**src/inc/rmc_consts.vh**
```
// constants for the radio modem configuration command interpreter
`ifndef RMC_CONSTS_VH
`define RMC_CONSTS_VH

`define RMC_CLK_KHZ 100000
`define RMC_HEARTBEAT_MS 1000
`define RMC_HEARTBEAT_CYCLES (`RMC_HEARTBEAT_MS * `RMC_CLK_KHZ)

`define RMC_ENTRY_LAST 7'h7f
`define RMC_HEARTBEAT_BYTE 8'h53
`define RMC_EXIT_SEQ 40'hffffff55cc
`define RMC_CMD_PREFIX 48'hffffff55aabb
`define RMC_CMD_IDENT 8'hfd
`define RMC_CMD_RESTORE 8'hff
`define RMC_CMD_READ 8'hfe
`define RMC_PARAM_START 8'hfe
`define RMC_PARAM_LAST 5'h1f
`define RMC_IDENT_LAST 7'h09
`define RMC_IDENT_STRING 80'h41424344454656303030
`define RMC_ROUTE_MARK 8'hff
`define RMC_ROUTE_BYTES 19
`define RMC_MAX_HOPS 5'h0e
`define RMC_PAYLOAD_LIMIT 8'h7f

`define RMC_IDX_SERIAL 5'h01
`define RMC_IDX_GROUP_HI 5'h02
`define RMC_IDX_GROUP_LO 5'h03
`define RMC_IDX_STATION 5'h04
`define RMC_IDX_RES6 5'h05
`define RMC_IDX_RF_RATE 5'h06
`define RMC_IDX_FREQ_HI 5'h07
`define RMC_IDX_FREQ_MID 5'h08
`define RMC_IDX_FREQ_LO 5'h09
`define RMC_IDX_RADIO 5'h0a
`define RMC_IDX_RES12 5'h0b
`define RMC_IDX_ROUTE_LEN 5'h0c
`define RMC_IDX_ROUTE0 13

`define RMC_BIT_CHAR9 7
`define RMC_CHECK_HI 6
`define RMC_CHECK_LO 5
`define RMC_RATE_HI 2
`define RMC_RATE_LO 0
`define RMC_POWER_HI 2
`define RMC_POWER_LO 0
`define RMC_MODE_HI 7
`define RMC_MODE_LO 6

`define RMC_MODE_LONG 2'h0
`define RMC_MODE_DEST 2'h1
`define RMC_MODE_ROUTE 2'h2
`define RMC_MODE_STORED 2'h3

`define RMC_DEF_SERIAL 8'h03
`define RMC_DEF_GROUP_HI 8'h00
`define RMC_DEF_GROUP_LO 8'h00
`define RMC_DEF_STATION 8'h00
`define RMC_DEF_RF_RATE 8'h03
`define RMC_DEF_FREQ_HI 8'h0e
`define RMC_DEF_FREQ_MID 8'h1d
`define RMC_DEF_FREQ_LO 8'h48
`define RMC_DEF_RADIO 8'h07

`define RMC_REG_STATUS 8'h00
`define RMC_REG_SERIAL 8'h04
`define RMC_REG_ADDR 8'h08
`define RMC_REG_RADIO 8'h0c
`define RMC_REG_FREQ 8'h10
`define RMC_REG_HOP_SEL 8'h14
`define RMC_REG_HOP 8'h18

`endif

```
**src/rmc_config_cmd.v**
```verilog
// set-up command interpreter with parameter block and wishbone view
//
// Overview of operation
// - host sends bytes 0x01..0x7f to enter set-up; device echoes them back.
// - in set-up mode a 0x53 byte goes to the host every second.
// - parameter commands are only honoured while in set-up mode.
// - exit command leaves set-up silently and stops the heartbeat.
// - identity command returns ten characters: name then firmware version.
// - restore command reloads factory parameters, no reply.
// - read command returns the current 32-byte parameter block.
// - a 32-byte block starting with 0xfe replaces all parameters.
// - second byte bit 7 picks eight- or nine-bit character format.
// - second byte bits 6..5 pick none/mark, odd, even or space check.
// - second byte bits 2..0 pick host rate; default 9600; bits 4..3 zero.
// - bytes 3-4 hold group identifier, byte 5 the station identifier.
// - bytes 8..10 hold frequency in kHz, most significant first.
// - byte 11 bits 2..0 pick output power from 5 to 27 dBm.
// - mode 00 reaches the whole group and allows long payloads.
// - mode 01 takes a destination byte; receiver sees sender station first.
// - mode 10 data carries its own route; only last hop outputs payload.
// - mode 11 uses the stored route, up to 14 forwards, 127-byte payloads.
// - byte 13 counts the valid route bytes; the rest is ignored.
// - marker 0xff opens group and station; later bytes add stations.
//
// The implementer's own choices: the register addresses and the Wishbone register port.
`timescale 1ns/1ps
`default_nettype none
`include "rmc_consts.vh"
module rmc_config_cmd #(
  parameter HEARTBEAT_CYCLES = `RMC_HEARTBEAT_CYCLES,
  parameter [79:0] IDENT_STRING = `RMC_IDENT_STRING // arbitrary value
) (
  input wire clk_i,
  input wire rst_i,
  input wire wb_cyc_i,
  input wire wb_stb_i,
  input wire wb_we_i,
  input wire [7:0] wb_adr_i,
  input wire [3:0] wb_sel_i,
  input wire [31:0] wb_dat_i,
  output reg [31:0] wb_dat_o,
  output reg wb_ack_o,
  input wire rx_valid_i,
  input wire [7:0] rx_data_i,
  output reg tx_valid_o,
  output reg [7:0] tx_data_o,
  input wire tx_ready_i,
  output reg setup_mode_o
);
  localparam [3:0] ST_IDLE = 4'b0001;
  localparam [3:0] ST_ECHO = 4'b0010;
  localparam [3:0] ST_IDENT = 4'b0100;
  localparam [3:0] ST_PARAM = 4'b1000;

  function [7:0] default_byte;
    input [4:0] idx;
    begin
      case (idx)
        5'h00: default_byte = `RMC_PARAM_START;
        `RMC_IDX_SERIAL: default_byte = `RMC_DEF_SERIAL;
        `RMC_IDX_GROUP_HI: default_byte = `RMC_DEF_GROUP_HI;
        `RMC_IDX_GROUP_LO: default_byte = `RMC_DEF_GROUP_LO;
        `RMC_IDX_STATION: default_byte = `RMC_DEF_STATION;
        `RMC_IDX_RF_RATE: default_byte = `RMC_DEF_RF_RATE;
        `RMC_IDX_FREQ_HI: default_byte = `RMC_DEF_FREQ_HI;
        `RMC_IDX_FREQ_MID: default_byte = `RMC_DEF_FREQ_MID;
        `RMC_IDX_FREQ_LO: default_byte = `RMC_DEF_FREQ_LO;
        `RMC_IDX_RADIO: default_byte = `RMC_DEF_RADIO;
        default: default_byte = 8'h00;
      endcase
    end
  endfunction

  function [7:0] ident_byte;
    input [6:0] idx;
    reg [79:0] sh;
    begin
      sh = IDENT_STRING << (8 * idx);
      ident_byte = sh[79:72];
    end
  endfunction

  reg [7:0] param_q [0:31];
  reg [7:0] shadow_q [0:31];
  reg [55:0] hist_q;
  reg [6:0] entry_cnt_q;
  reg [4:0] wr_cnt_q;
  reg wr_busy_q;
  reg pend_echo_q;
  reg pend_ident_q;
  reg pend_read_q;
  reg hb_pend_q;
  reg [31:0] hb_cnt_q;
  reg [3:0] state_q;
  reg [6:0] idx_q;
  reg [4:0] hop_sel_q;
  wire [55:0] hist_d;
  wire exit_hit;
  wire cmd_hit;
  wire tx_take;
  wire tx_free;
  wire [8*`RMC_ROUTE_BYTES-1:0] route_flat;
  wire [4:0] hop_count;
  wire [15:0] hop_group;
  wire [7:0] hop_station;
  wire hop_valid;
  wire wb_req;
  wire [1:0] mode;
  wire route_long;
  integer k;

  assign hist_d = {hist_q[47:0], rx_data_i};
  assign exit_hit = hist_d[39:0] == `RMC_EXIT_SEQ;
  assign cmd_hit = hist_d[55:8] == `RMC_CMD_PREFIX;
  assign tx_take = tx_valid_o & tx_ready_i;
  assign tx_free = ~tx_valid_o | tx_ready_i;
  assign wb_req = wb_cyc_i & wb_stb_i & ~wb_ack_o;
  assign mode = param_q[`RMC_IDX_RADIO][`RMC_MODE_HI:`RMC_MODE_LO];
  assign route_long = hop_count > `RMC_MAX_HOPS;

  genvar g;
  generate
    for (g = 0; g < `RMC_ROUTE_BYTES; g = g + 1) begin : g_route
      assign route_flat[8*g +: 8] = param_q[`RMC_IDX_ROUTE0 + g];
    end
  endgenerate

  rmc_route_walk #(
    .NBYTES(`RMC_ROUTE_BYTES)
  ) u_walk (
    .clk_i(clk_i),
    .rst_i(rst_i),
    .route_i(route_flat),
    .len_i(param_q[`RMC_IDX_ROUTE_LEN]),
    .sel_i(hop_sel_q),
    .hop_count_o(hop_count),
    .hop_group_o(hop_group),
    .hop_station_o(hop_station),
    .hop_valid_o(hop_valid)
  );

  // command parser, parameter store and heartbeat
  always @(posedge clk_i) begin
    if (rst_i) begin
      hist_q <= 56'h0;
      entry_cnt_q <= 7'h00;
      wr_cnt_q <= 5'h00;
      wr_busy_q <= 1'b0;
      pend_echo_q <= 1'b0;
      pend_ident_q <= 1'b0;
      pend_read_q <= 1'b0;
      setup_mode_o <= 1'b0;
      hb_cnt_q <= 32'h0;
      hb_pend_q <= 1'b0;
      for (k = 0; k < 32; k = k + 1) begin
        param_q[k] <= default_byte(k[4:0]);
        shadow_q[k] <= 8'h00;
      end
    end else begin
      // clear before set: a wrap in an idle cycle must not be swallowed
      if (state_q == ST_IDLE && tx_free && !pend_echo_q && !pend_ident_q && !pend_read_q) begin
        hb_pend_q <= 1'b0;
      end
      if (setup_mode_o) begin
        if (hb_cnt_q == HEARTBEAT_CYCLES - 1) begin
          hb_cnt_q <= 32'h0;
          hb_pend_q <= 1'b1;
        end else begin
          hb_cnt_q <= hb_cnt_q + 32'h1;
        end
      end
      if (state_q == ST_IDLE && tx_free) begin
        pend_echo_q <= 1'b0;
        if (!pend_echo_q) begin
          pend_ident_q <= 1'b0;
          if (!pend_ident_q) begin
            pend_read_q <= 1'b0;
          end
        end
      end
      if (rx_valid_i) begin
        hist_q <= hist_d;
        if (!setup_mode_o) begin
          // entry sequence must arrive unbroken; a stray 0x01 restarts it
          if (rx_data_i == {1'b0, entry_cnt_q + 7'h01}) begin
            if (entry_cnt_q + 7'h01 == `RMC_ENTRY_LAST) begin
              entry_cnt_q <= 7'h00;
              setup_mode_o <= 1'b1;
              hb_cnt_q <= 32'h0;
              pend_echo_q <= 1'b1;
            end else begin
              entry_cnt_q <= entry_cnt_q + 7'h01;
            end
          end else if (rx_data_i == 8'h01) begin
            entry_cnt_q <= 7'h01;
          end else begin
            entry_cnt_q <= 7'h00;
          end
        end else if (wr_busy_q) begin
          // command bytes inside a block are data, not commands
          shadow_q[wr_cnt_q] <= rx_data_i;
          wr_cnt_q <= wr_cnt_q + 5'h01;
          if (wr_cnt_q == `RMC_PARAM_LAST) begin
            wr_busy_q <= 1'b0;
            hist_q <= 56'h0;
            for (k = 0; k < 31; k = k + 1) begin
              param_q[k] <= shadow_q[k];
            end
            param_q[31] <= rx_data_i;
          end
        end else if (exit_hit) begin
          setup_mode_o <= 1'b0;
          hb_pend_q <= 1'b0;
          hb_cnt_q <= 32'h0;
          hist_q <= 56'h0;
        end else if (cmd_hit && rx_data_i == `RMC_CMD_IDENT) begin
          pend_ident_q <= 1'b1;
          hist_q <= 56'h0;
        end else if (cmd_hit && rx_data_i == `RMC_CMD_RESTORE) begin
          for (k = 0; k < 32; k = k + 1) begin
            param_q[k] <= default_byte(k[4:0]);
          end
          hist_q <= 56'h0;
        end else if (cmd_hit && rx_data_i == `RMC_CMD_READ) begin
          pend_read_q <= 1'b1;
          hist_q <= 56'h0;
        end else if (rx_data_i == `RMC_PARAM_START) begin
          shadow_q[0] <= rx_data_i;
          wr_cnt_q <= 5'h01;
          wr_busy_q <= 1'b1;
        end
        // anything else only shifts the history and is dropped
      end
    end
  end

  // reply sequencer; a request waits while another reply is under way
  always @(posedge clk_i) begin
    if (rst_i) begin
      state_q <= ST_IDLE;
      idx_q <= 7'h00;
      tx_valid_o <= 1'b0;
      tx_data_o <= 8'h00;
    end else begin
      if (tx_take) begin
        tx_valid_o <= 1'b0;
      end
      case (state_q)
        ST_IDLE: begin
          idx_q <= 7'h00;
          if (tx_free) begin
            if (pend_echo_q) begin
              state_q <= ST_ECHO;
            end else if (pend_ident_q) begin
              state_q <= ST_IDENT;
            end else if (pend_read_q) begin
              state_q <= ST_PARAM;
            end else if (hb_pend_q && setup_mode_o) begin
              tx_valid_o <= 1'b1;
              tx_data_o <= `RMC_HEARTBEAT_BYTE;
            end
          end
        end
        ST_ECHO: begin
          if (tx_free) begin
            tx_valid_o <= 1'b1;
            tx_data_o <= {1'b0, idx_q + 7'h01};
            idx_q <= idx_q + 7'h01;
            if (idx_q + 7'h01 == `RMC_ENTRY_LAST) begin
              state_q <= ST_IDLE;
            end
          end
        end
        ST_IDENT: begin
          if (tx_free) begin
            tx_valid_o <= 1'b1;
            tx_data_o <= ident_byte(idx_q);
            idx_q <= idx_q + 7'h01;
            if (idx_q == `RMC_IDENT_LAST) begin
              state_q <= ST_IDLE;
            end
          end
        end
        ST_PARAM: begin
          if (tx_free) begin
            tx_valid_o <= 1'b1;
            tx_data_o <= param_q[idx_q[4:0]];
            idx_q <= idx_q + 7'h01;
            if (idx_q[4:0] == `RMC_PARAM_LAST) begin
              state_q <= ST_IDLE;
            end
          end
        end
        default: begin
          state_q <= ST_IDLE;
        end
      endcase
    end
  end

  // wishbone slave: one wait state, unmapped reads return zero
  always @(posedge clk_i) begin
    if (rst_i) begin
      wb_ack_o <= 1'b0;
      wb_dat_o <= 32'h0;
      hop_sel_q <= 5'h00;
    end else begin
      wb_ack_o <= wb_req;
      if (wb_req) begin
        if (wb_we_i && wb_adr_i == `RMC_REG_HOP_SEL && wb_sel_i[0]) begin
          hop_sel_q <= wb_dat_i[4:0];
        end
        case (wb_adr_i)
          `RMC_REG_STATUS: begin
            wb_dat_o <= {28'h0, route_long, wr_busy_q, ~state_q[0], setup_mode_o};
          end
          `RMC_REG_SERIAL: begin
            wb_dat_o <= {18'h0, param_q[`RMC_IDX_SERIAL][`RMC_RATE_HI:`RMC_RATE_LO],
              param_q[`RMC_IDX_SERIAL][`RMC_CHECK_HI:`RMC_CHECK_LO],
              param_q[`RMC_IDX_SERIAL][`RMC_BIT_CHAR9],
              param_q[`RMC_IDX_SERIAL]};
          end
          `RMC_REG_ADDR: begin
            wb_dat_o <= {8'h0, param_q[`RMC_IDX_GROUP_HI], param_q[`RMC_IDX_GROUP_LO],
              param_q[`RMC_IDX_STATION]};
          end
          `RMC_REG_RADIO: begin
            // payload limit, destination prefix, inline route, stored route
            wb_dat_o <= {8'h0, (mode == `RMC_MODE_LONG) ? 8'h00 : `RMC_PAYLOAD_LIMIT,
              2'h0, mode == `RMC_MODE_STORED, mode == `RMC_MODE_ROUTE,
              mode == `RMC_MODE_DEST, 1'b0, mode,
              1'b0, param_q[`RMC_IDX_RADIO][`RMC_POWER_HI:`RMC_POWER_LO],
              1'b0, param_q[`RMC_IDX_RF_RATE][2:0]};
          end
          `RMC_REG_FREQ: begin
            wb_dat_o <= {8'h0, param_q[`RMC_IDX_FREQ_HI], param_q[`RMC_IDX_FREQ_MID],
              param_q[`RMC_IDX_FREQ_LO]};
          end
          `RMC_REG_HOP_SEL: begin
            wb_dat_o <= {19'h0, hop_count, 3'h0, hop_sel_q};
          end
          `RMC_REG_HOP: begin
            wb_dat_o <= {7'h0, hop_valid, hop_group, hop_station};
          end
          default: begin
            wb_dat_o <= 32'h0;
          end
        endcase
      end
    end
  end
endmodule
`default_nettype wire

```
**src/rmc_route_walk.v**
```verilog
// walks the stored route and returns one selected hop
`timescale 1ns/1ps
`default_nettype none
`include "rmc_consts.vh"
module rmc_route_walk #(
  parameter NBYTES = `RMC_ROUTE_BYTES
) (
  input wire clk_i,
  input wire rst_i,
  input wire [8*NBYTES-1:0] route_i,
  input wire [7:0] len_i,
  input wire [4:0] sel_i,
  output reg [4:0] hop_count_o,
  output reg [15:0] hop_group_o,
  output reg [7:0] hop_station_o,
  output reg hop_valid_o
);
  reg [1:0] phase;
  reg [15:0] grp;
  reg [4:0] cnt;
  reg [7:0] b;
  reg [15:0] sel_grp;
  reg [7:0] sel_sta;
  reg sel_ok;
  integer i;

  always @* begin
    phase = 2'h0;
    grp = 16'h0000;
    cnt = 5'h00;
    b = 8'h00;
    sel_grp = 16'h0000;
    sel_sta = 8'h00;
    sel_ok = 1'b0;
    for (i = 0; i < NBYTES; i = i + 1) begin
      b = route_i[8*i +: 8];
      if (i < len_i) begin
        case (phase)
          2'h0: begin
            if (b == `RMC_ROUTE_MARK) begin
              phase = 2'h1;
            end else begin
              if (cnt == sel_i) begin
                sel_grp = grp;
                sel_sta = b;
                sel_ok = 1'b1;
              end
              cnt = cnt + 5'h01;
            end
          end
          2'h1: begin
            grp[15:8] = b;
            phase = 2'h2;
          end
          2'h2: begin
            grp[7:0] = b;
            phase = 2'h3;
          end
          default: begin
            if (cnt == sel_i) begin
              sel_grp = grp;
              sel_sta = b;
              sel_ok = 1'b1;
            end
            cnt = cnt + 5'h01;
            phase = 2'h0;
          end
        endcase
      end
    end
  end

  always @(posedge clk_i) begin
    if (rst_i) begin
      hop_count_o <= 5'h00;
      hop_group_o <= 16'h0000;
      hop_station_o <= 8'h00;
      hop_valid_o <= 1'b0;
    end else begin
      hop_count_o <= cnt;
      hop_group_o <= sel_grp;
      hop_station_o <= sel_sta;
      hop_valid_o <= sel_ok;
    end
  end
endmodule
`default_nettype wire

```
**config.mk**
```make
export PLATFORM = sky130hd
export DESIGN_NAME = rmc_config_cmd
export DESIGN_NICKNAME = d
export VERILOG_FILES = /design/src/rmc_config_cmd.v /design/src/rmc_route_walk.v
export VERILOG_INCLUDE_DIRS = /design/src /design/src/inc
export SDC_FILE = /design/constraint.sdc
export NUM_CORES = 2
export LEC_CHECK = 0
export BUFFER_PORTS_ARGS = -buffer_cell sky130_fd_sc_hd__buf_2
export CAP_MARGIN = 15
export CORE_UTILIZATION = 30
export CTS_BUF_LIST = sky130_fd_sc_hd__clkbuf_16
export DETAILED_ROUTE_END_ITERATION = 10
export MAX_ROUTING_LAYER = met4
export PLACE_DENSITY = 0.42
export REMOVE_ABC_BUFFERS = 1
export SYNTH_ARGS = -nofsm -noshare
export SYNTH_HDL_FRONTEND = slang
export SYNTH_SLANG_ARGS = --single-unit
```
**constraint.sdc**
```tcl
create_clock -name clk_i -period 37.3 [get_ports clk_i]
set_clock_uncertainty 0.15 [all_clocks]
set_input_delay 3.73 -clock clk_i [delete_from_list [all_inputs] [get_ports clk_i]]
set_output_delay 3.73 -clock clk_i [all_outputs]
set_load 0.02 [all_outputs]
```
# Word-level counts from Yosys, hierarchy flattened
# Memories as Yosys holds them, arrays and structs flattened. A register that Yosys moved wholly into a read port is not among the register bits.
# Cells that the tools add are included.
# word_totals
reg_bits,186
ram_bits,512
input_bits,59
out_inout_bits,43
wordCells,946
memories,2
# memory_table
name,words,width,rd,rd_ports_with_merged_regs,wr,line,text
param_q,32,8,30,1,32,rmc_config_cmd.v:83,reg [7:0] param_q [0:31];
shadow_q,32,8,31,0,32,rmc_config_cmd.v:84,reg [7:0] shadow_q [0:31];
# op_classes
n_addsub,22
n_lt_le_gt_ge,20
eq_ne,116
shifts,1
muxes,627
bitwise,73
reduce_logical,64
# op_table
operator,n
two-way mux 8 bit,221
two-way mux 16 bit,68
case mux 16 bit (2 select lines),17
two-way mux 48 bit,7
case mux 8 bit (2 select lines),18
two-way mux 32 bit,8
two-way mux 5 bit,46
case mux 5 bit (2 select lines),18
"equality test 8 bit, second input constant",22
case mux 25 bit (7 select lines),1
two-way mux 1 bit,135
case mux 2 bit (3 select lines),17
"adder 5 x 1 -> 5 bit, second input constant",19
equality test 5 bit,18
"left shift 79 x 10 -> 80 bit, first input constant",1
two-way mux 2 bit,35
bitwise OR 1 bit,66
"< comparator 4 x 8 -> 1 bit, first input constant",8
"equality test 48 bit, second input constant",1
"equality test 2 bit, second input constant",20
"equality test 40 bit, second input constant",1
two-way mux 4 bit,10
"equality test 2 x 1 -> 1 bit, second input constant",19
logical NOT 2 bit,19
43 further kinds,128

# Logic depth before layout (Yosys ltp)
# An unclocked memory read counts as a cell.
# depth
depth_word,77
depth_mapped,97
ltp_nobuf,93

# Modules after synthesis
# Synthesis repeated with hierarchy kept, for this count alone.
# unflattened
hier_cells,4752
area_unflattened_um2,43051.3
# by_module_without_submodules
mod,instances,cells_each,area_each_um2
rmc_config_cmd,1,2488,28363.5
rmc_route_walk,1,2264,14687.8

# Worst setup path after synthesis
# Ideal clock, no wire load.
# synth_timing
path_type,register to register
startpoint,memory param_q[12][3]
endpoint,register u_walk.hop_group_o[0]
setup_time_ps,134
t_arrival_ps,16100
required_time_ps,37016
setup_slack_ps,20917
path_stages_with_launch,93
n_path_buf,5
synth_period_minus_slack_ps,16383
cell_sequence,edfxtp_1 > clkbuf_1 > nor2_1 > nand2_1 > clkbuf_1 > clkbuf_1 > o21ai_1 > ha_1 > o21ba_2 > a32o_1 > a31oi_1 > inv_1 > ha_1 > nand2b_1 > o21ai_0 > a31o_2 > or2_2 > inv_1 > [57 not listed] > a21oi_1 > o2111ai_2 > ha_1 > mux2i_1 > inv_1 > ha_1 > a21boi_0 > nor2_1 > nor2_1 > o21ai_0 > nand2_1 > o21ai_1 > xnor2_1 > nand3_1 > nor4_1 > mux2i_4 > nand2_4 > o32ai_2
# synth_lines
element,line,text
"start, declared",rmc_config_cmd.v:83,
"end signal, assigned",rmc_route_walk.v:81,hop_group_o <= sel_grp;
"end, declared",rmc_route_walk.v:14,"output reg [15:0] hop_group_o,"

==> impl_metrics.json <==
{
  "ys.flop_type": "edfxtp_1",
  "critPathSlowestCell": "nor2_1",
  "fin_util_pct": 33.51,
  "cp.arrival_ns": 21.93,
  "syn_inst": 4864,
  "endpoint_kind": "register",
  "dp_hpwl_um": 122700,
  "crit_type": "reg2reg",
  "max_freq_mhz": 46.43,
  "cts_tree": "built",
  "routedWlPerCell_um": 25.40,
  "placed_cells": 6594,
  "path_clk_slew_ns": 0.06,
  "tightest_slew_ns": 1.218,
  "final-setup-viol-count": 0,
  "route.met2.wl_um": 80920,
  "slowest_delay_ns": 0.72,
  "gp_congestion": 0.9511,
  "drc": 0,
  "final_cells": 6741,
  "antenna_found_initial": 6,
  "cts.sinks": 688,
  "nets": 4925,
  "htreeDepth": 3,
  "die_h_um": 383.9,
  "grt_pass1_vias": 35750,
  "ant_nets": 0,
  "grt_pass1_wl_um": 248300,
  "viasPerCell": 5.590,
  "die_x_um": 383.9,
  "post_cts_buffers": 0,
  "maxCapViolations": 0,
  "rrSetupSlack_ns": 15.76,
  "hp-class": "reg2reg",
  "core_um2": 144200,
  "hold_buffers": 0,
  "area_growth_pct": 10.46,
  "tns_ns": 0,
  "synth-seq-area-share_pct": 40.09,
  "async_reset_ff_share_pct": 0,
  "hold_ws_ns": 0.3217,
  "critPathMaxFanout": 24,
  "drive_gt1_share_pct": 11.21,
  "start_util_pct": 30.34,
  "global_route.usage.total_pct": 23.30,
  "status": "complete, no violations",
  "fin_crit_ns": 21.54,
  "grt_max_degree": 136,
  "avgSynthCellArea_um2": 8.994,
  "numCtsBuffers": 76,
  "drtIter0Drc": 3798,
  "worst_setup_path_start_kind": "register",
  "ys_seq_elements": 688,
  "dieArea_um2": 147300,
  "required_ns": 37.70,
  "io-pin-count": 102,
  "highest_layer": "met4",
  "grt_setup_unrepaired": "false",
  "synth-edff-count": 376,
  "wirelength_um": 171200,
  "rows": 139,
  "io_buffers": 64,
  "yosys_warnings": 0,
  "drt-met1-wl_um": 77380,
  "clk_path_buf_depth": 3,
  "grt.overflow.total": 0,
  "insertion_delay_ns": 0.67,
  "met3WireLength_um": 8896,
  "cpMostUsedCell": "ha_1",
  "cts_root_buf": "clkbuf_16",
  "cts_resized": 0,
  "dr_total_vias": 37680,
  "fin_crit_sh_pct": 57.74,
  "maxSlewViolCount": 0,
  "relSlewSlack_pct": 18.57,
  "dr.pass1.iters": 9,
  "syn_area_um2": 43750,
  "synth_cell_type_count": 129,
  "final_hold_viol_count": 0
}
state kept, by name, summed over array words and instances, names as in the netlist, 4 cells and up, named ones only:
name	count
wb_dat_o	25
tx_data_o	8
shadow_q	248
u_walk.hop_station_o	8
param_q	256
u_walk.hop_group_o	16
u_walk.hop_count_o	5
state_q	4
hop_sel_q	5
hist_q	48
entry_cnt_q	7
idx_q	7
hb_cnt_q	32
wr_cnt_q	5
cell usage after synthesis (19+ instances only):
cell,count,area [um^2]
xor2_1,54,473.0
nand2b_1,50,312.8
mux2_2,55,619.3
xnor2_1,49,429.2
mux4_2,80,1802
a211oi_1,24,180.2
a31oi_1,33,206.5
a222oi_1,20,200.2
nand3_1,77,385.4
or3_1,28,175.2
nor4_1,23,143.9
dfxtp_1,312,6246
and2_1,289,1808
o22ai_1,57,356.6
and3_1,132,825.8
clkbuf_1,268,1006
or2_2,57,356.6
ha_1,94,1176
o211ai_1,37,277.8
nor2b_1,70,437.9
nand2_1,561,2106
nand4_1,78,488.0
a22o_1,28,245.2
a22oi_1,138,1036
a21o_1,19,142.6
buf_1,26,97.59
inv_1,105,394.1
nor3_1,59,295.3
a32oi_1,47,411.6
edfxtp_1,376,11290
o21a_1,21,157.7
mux2i_1,133,1331
o21ai_0,227,1136
a21oi_1,403,2017
nor2_1,472,1772
stage by stage:
step	setup slack (ns)	area [um^2]
final	15.76	48320
after global routing	13.85	48320
after CTS	15.89	48270
after detailed placement	16.00	45880
after global placement	16.15	45880
after floorplan	18.97	42520
critical path: cells and delay by family (launching register included):
family,cells,cell delay (ns)
buf+inv,12,1.65
xor+xnor,1,0.21
compound gates,29,7.22
mux,2,0.75
flops,1,0.45
simple gates,29,6.47
fa+ha+maj,16,4.41
layout by cell type (no fill, tap or decap), drive strengths merged, types with 47 or more instances in the layout:
| master | instances |
|---|---|
| xnor2 | 50 |
| nand3 | 78 |
| xor2 | 54 |
| mux4 | 80 |
| nand2 | 562 |
| and2 | 290 |
| ha | 94 |
| a21oi | 406 |
| nor2 | 476 |
| buf | 136 |
| mux2 | 62 |
| inv | 149 |
| dfxtp | 312 |
| o22ai | 57 |
| clkbuf | 79 |
| mux2i | 140 |
| o21ai | 243 |
| a22oi | 139 |
| a32oi | 47 |
| nand2b | 51 |
| edfxtp | 376 |
| or2 | 59 |
| nor2b | 70 |
| and3 | 132 |
| nor3 | 64 |
| nand4 | 78 |
final cells by class:
class	instances	area [um^2]
diodes	4	10.01
clock buffers	79	1977
clock inverters	61	410.4
fillers	14950	95860
inverters	110	412.9
multi-input cells	3759	24670
flip-flops and latches	688	17550
well taps	1903	2381
repair buffers	137	907.1
layer usage:
layer  track usage, %  up-vias
met3            2.595      208
met5                -        -
li1                 -    17730
met4            5.659        0
met2            37.36     1187
met1            31.26    18550
path summary, 6_finish.rpt:
kind | endpoint | startpoint | depth (start not counted)
setup reg to reg | u_walk.hop_station_o[1]$_SDFF_PP0_ | param_q[12][7]$_SDFFCE_PP0P_ | 89
hold reg to reg | pend_read_q$_SDFF_PP0_ | pend_read_q$_SDFF_PP0_ | 2
hold / removal | pend_read_q$_SDFF_PP0_ | pend_read_q$_SDFF_PP0_ | 2
setup / recovery | u_walk.hop_station_o[1]$_SDFF_PP0_ | param_q[12][7]$_SDFFCE_PP0P_ | 89
logic make-up (layout without fill, tap and decap cells):
kind of cell / after synthesis / count (layout) / synth area share [%]
xor gates and xnor gates: 104 / 104 / 2.099
other: 1 / 11 / 0.008572
DFF: 688 / 688 / 40.09
muxes: 282 / 282 / 9.121
AOI/OAI and AO/OA: 1274 / 1274 / 19.24
and+or+nand+nor: 1998 / 1998 / 22.95
buffers and inverters: 423 / 387 / 3.801
adders and majority gates: 94 / 94 / 2.689
Power is left out: the tool's default activity adds up to more than one toggle a clock period on the data nets, which glitch-free logic cannot reach.
